### config.mk
export PLATFORM = sky130hd
export DESIGN_NAME = plr_regs
export DESIGN_NICKNAME = d
export VERILOG_FILES = /design/src/rtl/plr_pkg.sv /design/src/rtl/plr_regs.sv
export VERILOG_INCLUDE_DIRS = /design/src /design/src/rtl
export SDC_FILE = /design/constraint.sdc
export NUM_CORES = 1
export LEC_CHECK = 0
export BUFFER_PORTS_ARGS = -buffer_cell sky130_fd_sc_hd__buf_2
export CAP_MARGIN = 20
export CORE_MARGIN = 1
export CORE_UTILIZATION = 50
export CTS_BUF_LIST = sky130_fd_sc_hd__clkbuf_16
export DETAILED_ROUTE_END_ITERATION = 7
export PLACE_DENSITY = 0.81
export SLEW_MARGIN = 10
export SYNTH_ARGS = -nofsm -noshare
export SYNTH_HDL_FRONTEND = slang
export SYNTH_HIERARCHICAL = 1
export SYNTH_SLANG_ARGS = --single-unit
### constraint.sdc
create_clock -name clk_i -period 2 [get_ports clk_i]
set_clock_uncertainty 0.2 [all_clocks]
set_input_delay 0.3 -clock clk_i [delete_from_list [all_inputs] [get_ports clk_i]]
set_output_delay 0.3 -clock clk_i [all_outputs]
set_load 0.05 [all_outputs]
### src/rtl/plr_consts.svh
// Purpose: offsets, field positions and reset words of the control bank
// Assumes: 24-bit words, 3-bit routing code in the low bits
// Notes:   definitions only
`ifndef PLR_CONSTS_SVH
`define PLR_CONSTS_SVH
`define PLR_WORD_W          24
`define PLR_CODE_MSB        2
`define PLR_CODE_CP         3'h4
`define PLR_CODE_LO         3'h5
`define PLR_CODE_OSC        3'h6
`define PLR_CP_RST          24'h12A7E4
`define PLR_LO_RST          24'h0000E5
`define PLR_OSC_RST         24'h1E2106
`define PLR_BAND_RST        6'h00
`define PLR_CP_MUXSEL_LSB   6
`define PLR_CP_MUXSEL_MSB   8
`define PLR_CP_CURR_LSB     10
`define PLR_CP_CURR_MSB     11
`define PLR_CP_PHASE_LSB    12
`define PLR_CP_PHASE_MSB    16
`define PLR_CP_PHASE_NEG    17
`define PLR_CP_SRC_EXT      18
`define PLR_CP_REFSC_LSB    21
`define PLR_CP_REFSC_MSB    22
`define PLR_LO_DRV_EN       3
`define PLR_LO_EXT_IN       4
`define PLR_LO_DIV_SEL      5
`define PLR_LO_MOD_BIAS     6
`define PLR_LO_MOD_OUT      7
`define PLR_OSC_BAND_LSB    3
`define PLR_OSC_BAND_MSB    8
`define PLR_OSC_BAND_SRC    9
`define PLR_OSC_AMP_LSB     10
`define PLR_OSC_AMP_MSB     15
`define PLR_OSC_EN_LSB      17
`define PLR_OSC_EN_MSB      19
`define PLR_OSC_CP_EN       20
`endif

### src/rtl/plr_pkg.sv
// Purpose: types of the control bank
// Assumes: field positions in plr_consts.svh
// Notes:   carriers for decoded controls
package plr_pkg;
  typedef enum logic [1:0] {
    PLR_CP_250UA  = 2'h0,
    PLR_CP_500UA  = 2'h1,
    PLR_CP_750UA  = 2'h2,
    PLR_CP_1000UA = 2'h3
  } plr_cp_curr_e;
  typedef enum logic [1:0] {
    PLR_REF_X1    = 2'h0,
    PLR_REF_X2    = 2'h1,
    PLR_REF_DIV2  = 2'h2,
    PLR_REF_DIV4  = 2'h3
  } plr_ref_scale_e;
  typedef enum logic [2:0] {
    PLR_MUX_REFIN = 3'h0,
    PLR_MUX_REFX2 = 3'h1,
    PLR_MUX_REFD2 = 3'h2,
    PLR_MUX_REFD4 = 3'h3,
    PLR_MUX_PTAT  = 3'h4,
    PLR_MUX_RSV5  = 3'h5,
    PLR_MUX_RSV6  = 3'h6,
    PLR_MUX_LOCK  = 3'h7
  } plr_mux_sel_e;
  typedef struct packed {
    plr_cp_curr_e   cp_current;
    logic           use_set_resistor;
    logic [4:0]     phase_mult;
    logic           phase_negative;
    plr_ref_scale_e ref_scale;
    plr_mux_sel_e   mux_sel;
  } plr_cp_cfg_s;
  typedef struct packed {
    logic lo_port_input;
    logic lo_out_en;
    logic lo_out_double;
    logic mod_bias_en;
    logic mod_out_en;
  } plr_lo_cfg_s;
  typedef struct packed {
    logic       band_manual;
    logic [5:0] band;
    logic [5:0] amplitude;
    logic [2:0] osc_en;
    logic       cp_en;
  } plr_osc_cfg_s;
  typedef struct packed {
    logic refin;
    logic refin_x2;
    logic refin_div2;
    logic refin_div4;
    logic ptat_cmp;
    logic lock_detect;
  } plr_mux_src_s;
endpackage : plr_pkg

### src/rtl/plr_regs.sv
// Purpose: control bank for charge pump, LO path and oscillator settings
// Assumes: whole 24-bit words arrive with a one-cycle strobe on clk_i
// Notes:   words with other routing codes pass by untouched
// How it works
// - code 100 loads the charge pump and reference register.
// - code 101 loads the LO path and modulator register.
// - code 110 loads the oscillator control register.
// - source bit low: two bits pick one of four internal currents.
// - source bit high: current scaled from external set resistor.
// - bits 16..12 give the detector phase offset multiplier.
// - bit 17 gives the phase offset sign.
// - reference scaling of double, unity, half or quarter.
// - output multiplexer selects signals, lock detect after reset.
// - bias and output enables for the modulator, output enable gated by bias.
// - select pin low, external bit set, driver clear: port is 2x input.
// - otherwise output, bit 5 picks 1x or 2x, driver bit or select pin high enables it.
// - band source bit picks calibrated or manual band.
// - six-bit amplitude, reset 8, host should write 63.
// - oscillator and charge pump enables, pump enabled at reset.
// - reset words 0x12A7E4, 0x0000E5 and 0x1E2106.
`timescale 1ns/100ps
`include "plr_consts.svh"

// one control word, loaded when its routing code arrives
module plr_word_slot #(
  parameter int                WORD_W   = `PLR_WORD_W,
  parameter logic [2:0]        CODE     = `PLR_CODE_CP,
  parameter logic [WORD_W-1:0] RST_WORD = `PLR_CP_RST
) (
  // clock and reset
  input  wire logic              clk_i,
  input  wire logic              rst_n_i,
  // serial word in
  input  wire logic              word_valid_i,
  input  wire logic [WORD_W-1:0] word_i,
  // next and stored word, write pulse
  output logic [WORD_W-1:0]      word_next_o,
  output logic [WORD_W-1:0]      word_o,
  output logic                   written_o
);

  if (WORD_W <= `PLR_CODE_MSB) begin : g_width_check
    $error("plr_word_slot: WORD_W too small for the routing code");
  end
  if (RST_WORD[`PLR_CODE_MSB:0] != CODE) begin : g_code_check
    $error("plr_word_slot: reset word must carry its own code");
  end

  typedef struct packed {
    logic [WORD_W-1:0] word;
    logic              written;
  } plr_slot_s;

  localparam plr_slot_s SLOT_RST = '{word: RST_WORD, written: 1'b0};

  plr_slot_s slot_reg;
  plr_slot_s slot_next;

  always_comb begin
    slot_next         = slot_reg;
    slot_next.written = 1'b0;
    if (word_valid_i && (word_i[`PLR_CODE_MSB:0] == CODE)) begin
      slot_next.word    = word_i;
      slot_next.written = 1'b1;
    end
  end

  always_ff @(posedge clk_i or negedge rst_n_i) begin
    if (!rst_n_i) begin
      slot_reg <= SLOT_RST;
    end else begin
      slot_reg <= slot_next;
    end
  end

  assign word_next_o = slot_next.word;
  assign word_o      = slot_reg.word;
  assign written_o   = slot_reg.written;

endmodule : plr_word_slot

module plr_regs #(
  parameter int WORD_W = `PLR_WORD_W
) (
  // clock and reset
  input  wire logic                 clk_i,
  input  wire logic                 rst_n_i,
  // serial word in
  input  wire logic                 word_valid_i,
  input  wire logic [WORD_W-1:0]    word_i,
  // pins and internal sources
  input  wire logic                 lo_port_select_pin_i,
  input  wire logic [5:0]           osc_band_cal_i,
  input  wire plr_pkg::plr_mux_src_s mux_src_i,
  // decoded controls
  output plr_pkg::plr_cp_cfg_s      cp_cfg_o,
  output plr_pkg::plr_lo_cfg_s      lo_cfg_o,
  output plr_pkg::plr_osc_cfg_s     osc_cfg_o,
  output logic                      multiplexer_output_pin_o,
  // stored words
  output logic [WORD_W-1:0]         cp_word_o,
  output logic [WORD_W-1:0]         lo_word_o,
  output logic [WORD_W-1:0]         osc_word_o,
  // write events
  output logic                      cp_written_o,
  output logic                      lo_written_o,
  output logic                      osc_written_o,
  output logic                      word_passed_o
);

  if (WORD_W != `PLR_WORD_W) begin : g_width_check
    $error("plr_regs: WORD_W must be 24");
  end

  // field layout must fit the word
  if (`PLR_CP_REFSC_MSB >= WORD_W || `PLR_OSC_CP_EN >= WORD_W) begin : g_field_check
    $error("plr_regs: a field lies beyond the word");
  end
  if (`PLR_CP_MUXSEL_LSB <= `PLR_CODE_MSB || `PLR_LO_DRV_EN <= `PLR_CODE_MSB ||
      `PLR_OSC_BAND_LSB <= `PLR_CODE_MSB) begin : g_field_code_check
    $error("plr_regs: a field overlaps the routing code");
  end
  if (`PLR_CP_PHASE_LSB <= `PLR_CP_CURR_MSB ||
      `PLR_CP_SRC_EXT <= `PLR_CP_PHASE_NEG) begin : g_cp_order_check
    $error("plr_regs: charge pump fields overlap");
  end
  if (`PLR_OSC_AMP_LSB <= `PLR_OSC_BAND_SRC ||
      `PLR_OSC_EN_LSB <= `PLR_OSC_AMP_MSB) begin : g_osc_order_check
    $error("plr_regs: oscillator fields overlap");
  end

  typedef struct packed {
    logic [1:0]             sel_sync;
    plr_pkg::plr_cp_cfg_s   cp_cfg;
    plr_pkg::plr_lo_cfg_s   lo_cfg;
    plr_pkg::plr_osc_cfg_s  osc_cfg;
    logic                   mux_pin;
    logic                   passed;
  } plr_state_s;

  function automatic plr_pkg::plr_cp_cfg_s decode_cp(
    input logic [`PLR_WORD_W-1:0] w
  );
    plr_pkg::plr_cp_cfg_s c;
    c.cp_current       = plr_pkg::plr_cp_curr_e'(w[`PLR_CP_CURR_MSB:`PLR_CP_CURR_LSB]);
    c.use_set_resistor = w[`PLR_CP_SRC_EXT];
    c.phase_mult       = w[`PLR_CP_PHASE_MSB:`PLR_CP_PHASE_LSB];
    c.phase_negative   = w[`PLR_CP_PHASE_NEG];
    c.ref_scale        = plr_pkg::plr_ref_scale_e'(w[`PLR_CP_REFSC_MSB:`PLR_CP_REFSC_LSB]);
    c.mux_sel          = plr_pkg::plr_mux_sel_e'(w[`PLR_CP_MUXSEL_MSB:`PLR_CP_MUXSEL_LSB]);
    return c;
  endfunction : decode_cp

  function automatic plr_pkg::plr_lo_cfg_s decode_lo(
    input logic [`PLR_WORD_W-1:0] w,
    input logic                   sel_pin
  );
    plr_pkg::plr_lo_cfg_s c;
    logic                 as_input;
    as_input        = !sel_pin && w[`PLR_LO_EXT_IN] && !w[`PLR_LO_DRV_EN];
    c.lo_port_input = as_input;
    c.lo_out_en     = !as_input && (sel_pin || w[`PLR_LO_DRV_EN]);
    c.lo_out_double = !as_input && w[`PLR_LO_DIV_SEL];
    c.mod_bias_en   = w[`PLR_LO_MOD_BIAS];
    c.mod_out_en    = w[`PLR_LO_MOD_BIAS] && w[`PLR_LO_MOD_OUT];
    return c;
  endfunction : decode_lo

  function automatic plr_pkg::plr_osc_cfg_s decode_osc(
    input logic [`PLR_WORD_W-1:0] w,
    input logic [5:0]             cal_band
  );
    plr_pkg::plr_osc_cfg_s c;
    // band from calibration or manual field
    c.band_manual = w[`PLR_OSC_BAND_SRC];
    c.band        = w[`PLR_OSC_BAND_SRC] ? w[`PLR_OSC_BAND_MSB:`PLR_OSC_BAND_LSB]
                                         : cal_band;
    c.amplitude   = w[`PLR_OSC_AMP_MSB:`PLR_OSC_AMP_LSB];
    c.osc_en      = w[`PLR_OSC_EN_MSB:`PLR_OSC_EN_LSB];
    c.cp_en       = w[`PLR_OSC_CP_EN];
    return c;
  endfunction : decode_osc

  function automatic logic pick_mux(
    input plr_pkg::plr_mux_sel_e sel,
    input plr_pkg::plr_mux_src_s src
  );
    logic v;
    v = 1'b0;
    case (sel)
      plr_pkg::PLR_MUX_REFIN: begin
        v = src.refin;
      end
      plr_pkg::PLR_MUX_REFX2: begin
        v = src.refin_x2;
      end
      plr_pkg::PLR_MUX_REFD2: begin
        v = src.refin_div2;
      end
      plr_pkg::PLR_MUX_REFD4: begin
        v = src.refin_div4;
      end
      plr_pkg::PLR_MUX_PTAT: begin
        v = src.ptat_cmp;
      end
      plr_pkg::PLR_MUX_LOCK: begin
        v = src.lock_detect;
      end
      default: begin
        v = 1'b0;
      end
    endcase
    return v;
  endfunction : pick_mux

  localparam logic [`PLR_WORD_W-1:0] CP_RST  = `PLR_CP_RST;
  localparam logic [`PLR_WORD_W-1:0] LO_RST  = `PLR_LO_RST;
  localparam logic [`PLR_WORD_W-1:0] OSC_RST = `PLR_OSC_RST;

  localparam plr_pkg::plr_cp_cfg_s  CP_CFG_RST  = decode_cp(CP_RST);
  localparam plr_pkg::plr_lo_cfg_s  LO_CFG_RST  = decode_lo(LO_RST, 1'b0);
  localparam plr_pkg::plr_osc_cfg_s OSC_CFG_RST = decode_osc(OSC_RST, `PLR_BAND_RST);

  localparam plr_state_s STATE_RST = '{
    sel_sync: 2'h0,
    cp_cfg:   CP_CFG_RST,
    lo_cfg:   LO_CFG_RST,
    osc_cfg:  OSC_CFG_RST,
    mux_pin:  1'b0,
    passed:   1'b0
  };

  plr_state_s        state_reg;
  plr_state_s        state_next;
  logic [2:0]        code;
  logic [WORD_W-1:0] cp_word_next;
  logic [WORD_W-1:0] lo_word_next;
  logic [WORD_W-1:0] osc_word_next;

  assign code = word_i[`PLR_CODE_MSB:0];

  // one slot per routing code
  // charge pump word
  plr_word_slot #(
    .WORD_W  (WORD_W),
    .CODE    (`PLR_CODE_CP),
    .RST_WORD(CP_RST)
  ) i_cp_slot (
    .clk_i       (clk_i),
    .rst_n_i     (rst_n_i),
    .word_valid_i(word_valid_i),
    .word_i      (word_i),
    .word_next_o (cp_word_next),
    .word_o      (cp_word_o),
    .written_o   (cp_written_o)
  );

  plr_word_slot #(
    .WORD_W  (WORD_W),
    .CODE    (`PLR_CODE_LO),
    .RST_WORD(LO_RST)
  ) i_lo_slot (
    .clk_i       (clk_i),
    .rst_n_i     (rst_n_i),
    .word_valid_i(word_valid_i),
    .word_i      (word_i),
    .word_next_o (lo_word_next),
    .word_o      (lo_word_o),
    .written_o   (lo_written_o)
  );

  plr_word_slot #(
    .WORD_W  (WORD_W),
    .CODE    (`PLR_CODE_OSC),
    .RST_WORD(OSC_RST)
  ) i_osc_slot (
    .clk_i       (clk_i),
    .rst_n_i     (rst_n_i),
    .word_valid_i(word_valid_i),
    .word_i      (word_i),
    .word_next_o (osc_word_next),
    .word_o      (osc_word_o),
    .written_o   (osc_written_o)
  );

  always_comb begin
    state_next        = state_reg;
    state_next.passed = 1'b0;
    // select pin through two flops
    state_next.sel_sync[0] = lo_port_select_pin_i;
    state_next.sel_sync[1] = state_reg.sel_sync[0];
    if (word_valid_i) begin
      case (code)
        `PLR_CODE_CP, `PLR_CODE_LO, `PLR_CODE_OSC: begin
          state_next.passed = 1'b0;
        end
        default: begin
          state_next.passed = 1'b1;
        end
      endcase
    end
    state_next.cp_cfg  = decode_cp(cp_word_next);
    state_next.lo_cfg  = decode_lo(lo_word_next, state_reg.sel_sync[1]);
    state_next.osc_cfg = decode_osc(osc_word_next, osc_band_cal_i);
    state_next.mux_pin = pick_mux(state_reg.cp_cfg.mux_sel, mux_src_i);
  end

  always_ff @(posedge clk_i or negedge rst_n_i) begin
    if (!rst_n_i) begin
      state_reg <= STATE_RST;
    end else begin
      state_reg <= state_next;
    end
  end

  assign cp_cfg_o                 = state_reg.cp_cfg;
  assign lo_cfg_o                 = state_reg.lo_cfg;
  assign osc_cfg_o                = state_reg.osc_cfg;
  assign multiplexer_output_pin_o = state_reg.mux_pin;
  assign word_passed_o            = state_reg.passed;

endmodule : plr_regs

== Word-level counts from Yosys, hierarchy flattened ==
Cells that the tools add are included.
Cells by class
  reduce and logical (&&, ||, !) cells: 14
  add/subtract/negate cells: 0
  muxes and demuxes: 7
  equality and inequality tests: 8
  shifts and indexed selects: 0
  div/mod/pow operators: 0
  multiply operators: 0
  order comparisons: 0
  bitwise gates (word level): 0
Operators with widths (count)
  $mux W24: 1
  $mux W22: 1
  $eq A3 B3 Y1 const B: 5
  $mux W9: 1
  $logic_and A1 B1 Y1: 8
  $eq A3 B2 Y1 const B: 2
  $mux W6: 1
  $pmux W1 S6: 1
  $eq A3 B1 Y1 const B: 1
  $logic_not A1 Y1: 3
  $logic_not A3 Y1: 1
  $reduce_or A3 Y1: 1
  $mux W1: 2
  $logic_or A1 B1 Y1: 1
Storage, ports and cells
  word-level logic and storage cells: 57
  latch bits: 0
  memory bits (read-only): 0
  memories: 0
  output and inout bits: 113
  RAM bits: 0
  flip-flop bits (word level): 115

== Logic depth before layout (Yosys ltp) ==
  depth in word-level cells: 7
  gate-level depth with buffers: 6
  depth with buffers taken out: 5

== Modules after synthesis ==
Netlist, hierarchy kept.
By module, submodules not included
  plr_regs: area each 1451.4 um^2, seq. area each 1019.7 um^2, cells each 95, times used 1
  plr_word_slot (i_cp_slot): area each 1193.6 um^2, seq. area each 639.4 um^2, cells each 77, times used 1
  plr_word_slot (i_osc_slot): area each 1181.1 um^2, seq. area each 635.6 um^2, cells each 77, times used 1
  plr_word_slot (i_lo_slot): area each 1177.4 um^2, seq. area each 631.9 um^2, cells each 77, times used 1

== Worst setup path after synthesis ==
OpenSTA, ideal clock, no wires.
  path kind: input port to flip-flop
  start: input port word_i[0]
  end: register state_reg (netlist bit osc_cfg_o[10])
  arrival: 1.557 ns
  stages on the path: 6
  slack: 0.118 ns
  path buffers: 3
  cell sequence: nand4b_4 > buf_6 > mux2_4 > buf_4 > clkbuf_1 > mux2_2
RTL lines
  from (decl): line plr_regs.sv:90  | input wire logic [WORD_W-1:0] word_i,
  to (signal assigned): line plr_regs.sv:312  | state_reg <= state_next;
  to (decl): line plr_regs.sv:233  | plr_state_s state_reg;

==> flow_metrics.tcl <==
set metrics [dict create \
    hold_viol_final 0 \
    tns_ns 0 \
    drt-vias-per-instance 4.70 \
    grt_max_degree 40 \
    grt.overflow.total 0 \
    cts_buffers 17 \
    finalMaxSlewViolations 0 \
    layout_min_cycle_time_ns 1.87 \
    hp-class "in2reg" \
    totalPowerFinal_mw 8.78 \
    cap_violations 0 \
    die_w_microns 99.3 \
    worstSetupPathType "in2reg" \
    post_cts.repair.setup_buffers 0 \
    yosys_warnings 6 \
    n_antenna_cell 0 \
    hold_start "word_i[1]" \
    dp_hpwl_microns 6200 \
    row_count 35 \
    r2r-start "cp_cfg_o[0]" \
    drtIter0Drc 65 \
    clockPowerShare_pct 31.5 \
    ir_drop_uv 654 \
    start_kind "primary input" \
    syn-num-nets 330 \
    maxSlewHeadroom_pct 64.8 \
    gp_congestion 0.729 \
    pin_count 153 \
    cts_buffer_depth 2 \
    vias 2559 \
    port_buffers 152 \
    firstDrtPassIters 4 \
    hold_slack_ns 0.0278 \
    cts.htree.levels 4 \
    grt.total_usage_pct 19.4 \
    max_slew.worst_pin.slew_ns 0.527 \
    sequentialPowerShare_pct 35.5 \
    syn_area_sq_um 4730 \
    cp.arrival_ns 1.94 \
    die_h_microns 99.3 \
    layout_setup_ws_ns 0.132 \
    core_area_sq_um 9200 \
    clkSinkCount 115 \
    switching_share_pct 37.6 \
    p_int_mw 5.48 \
    grt_pass1_vias 2777 \
    max_freq_mhz 535 \
    cp_max_fo 9 \
    crit_start "word_i[2]" \
    dieArea_sq_um 9860 \
    cp.required_ns 2.07 \
    outcome "completed" \
    final_nets 461 \
    synthCells 290 \
    clk_latency_ns 0.40 \
    post-place-ws_ns 0.223 \
    wirelength_microns 9190 \
    avgSynthCellArea_sq_um 16.3 \
    setup_viol 0 \
    grt_pass1_wl_microns 14500 \
    drc 0 \
    clockRootBuffer "clkbuf_16" \
    clk_pin_slew_ns 0.05 \
    wire_per_inst_microns 16.9 \
    antenna_found_initial 0 \
    syn2layout_area_growth_pct 26.0 \
    p_switching_mw 3.30 \
    combPwrFrac_pct 33.0 \
    start_util_pct 51.5 \
    fin_crit_sh_pct 93.4 \
    cts_tree "built" \
    drive_gt1_share_pct 70.0 \
    ant_nets 0 \
    post-route-util_pct 64.8 \
    pwr_density_cell_nw_per_um2 1470 \
    rsz0062_at_grt "false" \
    leakage_nw 3.03 \
    cp-end-kind "register" \
]
-- cell type report --
cell class,count,area (sq um)
sequential,115,2930
timing repair buffer,192,1180
inverter,3,11.3
multi-input combinational,92,1160
tap,111,139
fill,690,3230
clock inverter,14,125
clock buffer,17,425
-- through the flow --
stage | instance area (sq um) | cells
after floorplan | 4730 | 290
after global placement | 5110 | 483
after detailed placement | 5110 | 483
after CTS | 5960 | 544
after global routing | 5960 | 544
final | 5960 | 544
-- routing by layer --
| layer | GRT usage, % | vias up | share of wire (%) |
|---|---|---|---|
| met1 | 23.5 | 1322 | 42 |
| met5 | 0 | - | 0 |
| met4 | 9.16 | 0 | 1.9 |
| li1 | - | 1156 | - |
| met3 | 3.58 | 13 | 3.0 |
| met2 | 33.8 | 68 | 54 |
-- worst max-delay path, stage by stage --
cell and delay (ns):
dlygate4sd3_1 0.52, buf_2 0.17, nand4b_4 0.24, mux2_4 0.42
mux2_2 0.29
-- power by group through the flow --
stage | clock, mW | sequential (mW) | combinational, mW
final | 2.76 | 3.12 | 2.90
after global routing | 2.92 | 3.16 | 3.00
after detailed placement | 0 | 3.14 | 2.86
after CTS | 2.83 | 3.12 | 2.92
after global placement | 0 | 3.12 | 2.82
after floorplan | 0 | 4.19 | 1.55
-- worst paths after layout --
check,end,slack (ns),depth (start not counted)
min in group asynchronous,i_cp_slot/word_o[12],0.24,2
worst min-delay path,word_passed_o,0.03,3
worst max-delay path,osc_cfg_o[12],0.13,5
max in group asynchronous,i_osc_slot/word_o[18],0.70,3
worst max register to register,multiplexer_output_pin_o,0.37,2
worst min register to register,state_reg[39],0.15,0
-- cell usage in the layout (no fill, tap or decap), types with 4 or more instances in the layout --
master / instances
dlygate4sd3_1: 30
dfrtp_1: 76
buf_4: 8
mux2_2: 22
dfstp_2: 39
mux2_4: 48
buf_2: 151
nand2b_1: 4
clkbuf_16: 17
inv_1: 6
-- timing repair --
item | CTS | global route
setup endpoints to repair | 0 | 0
hold buffers | 30 | 0
resized for setup | 0 | 0
endpoints found under the hold margin | 109 | 0
Note: power is estimated with default switching activity, not from simulation.
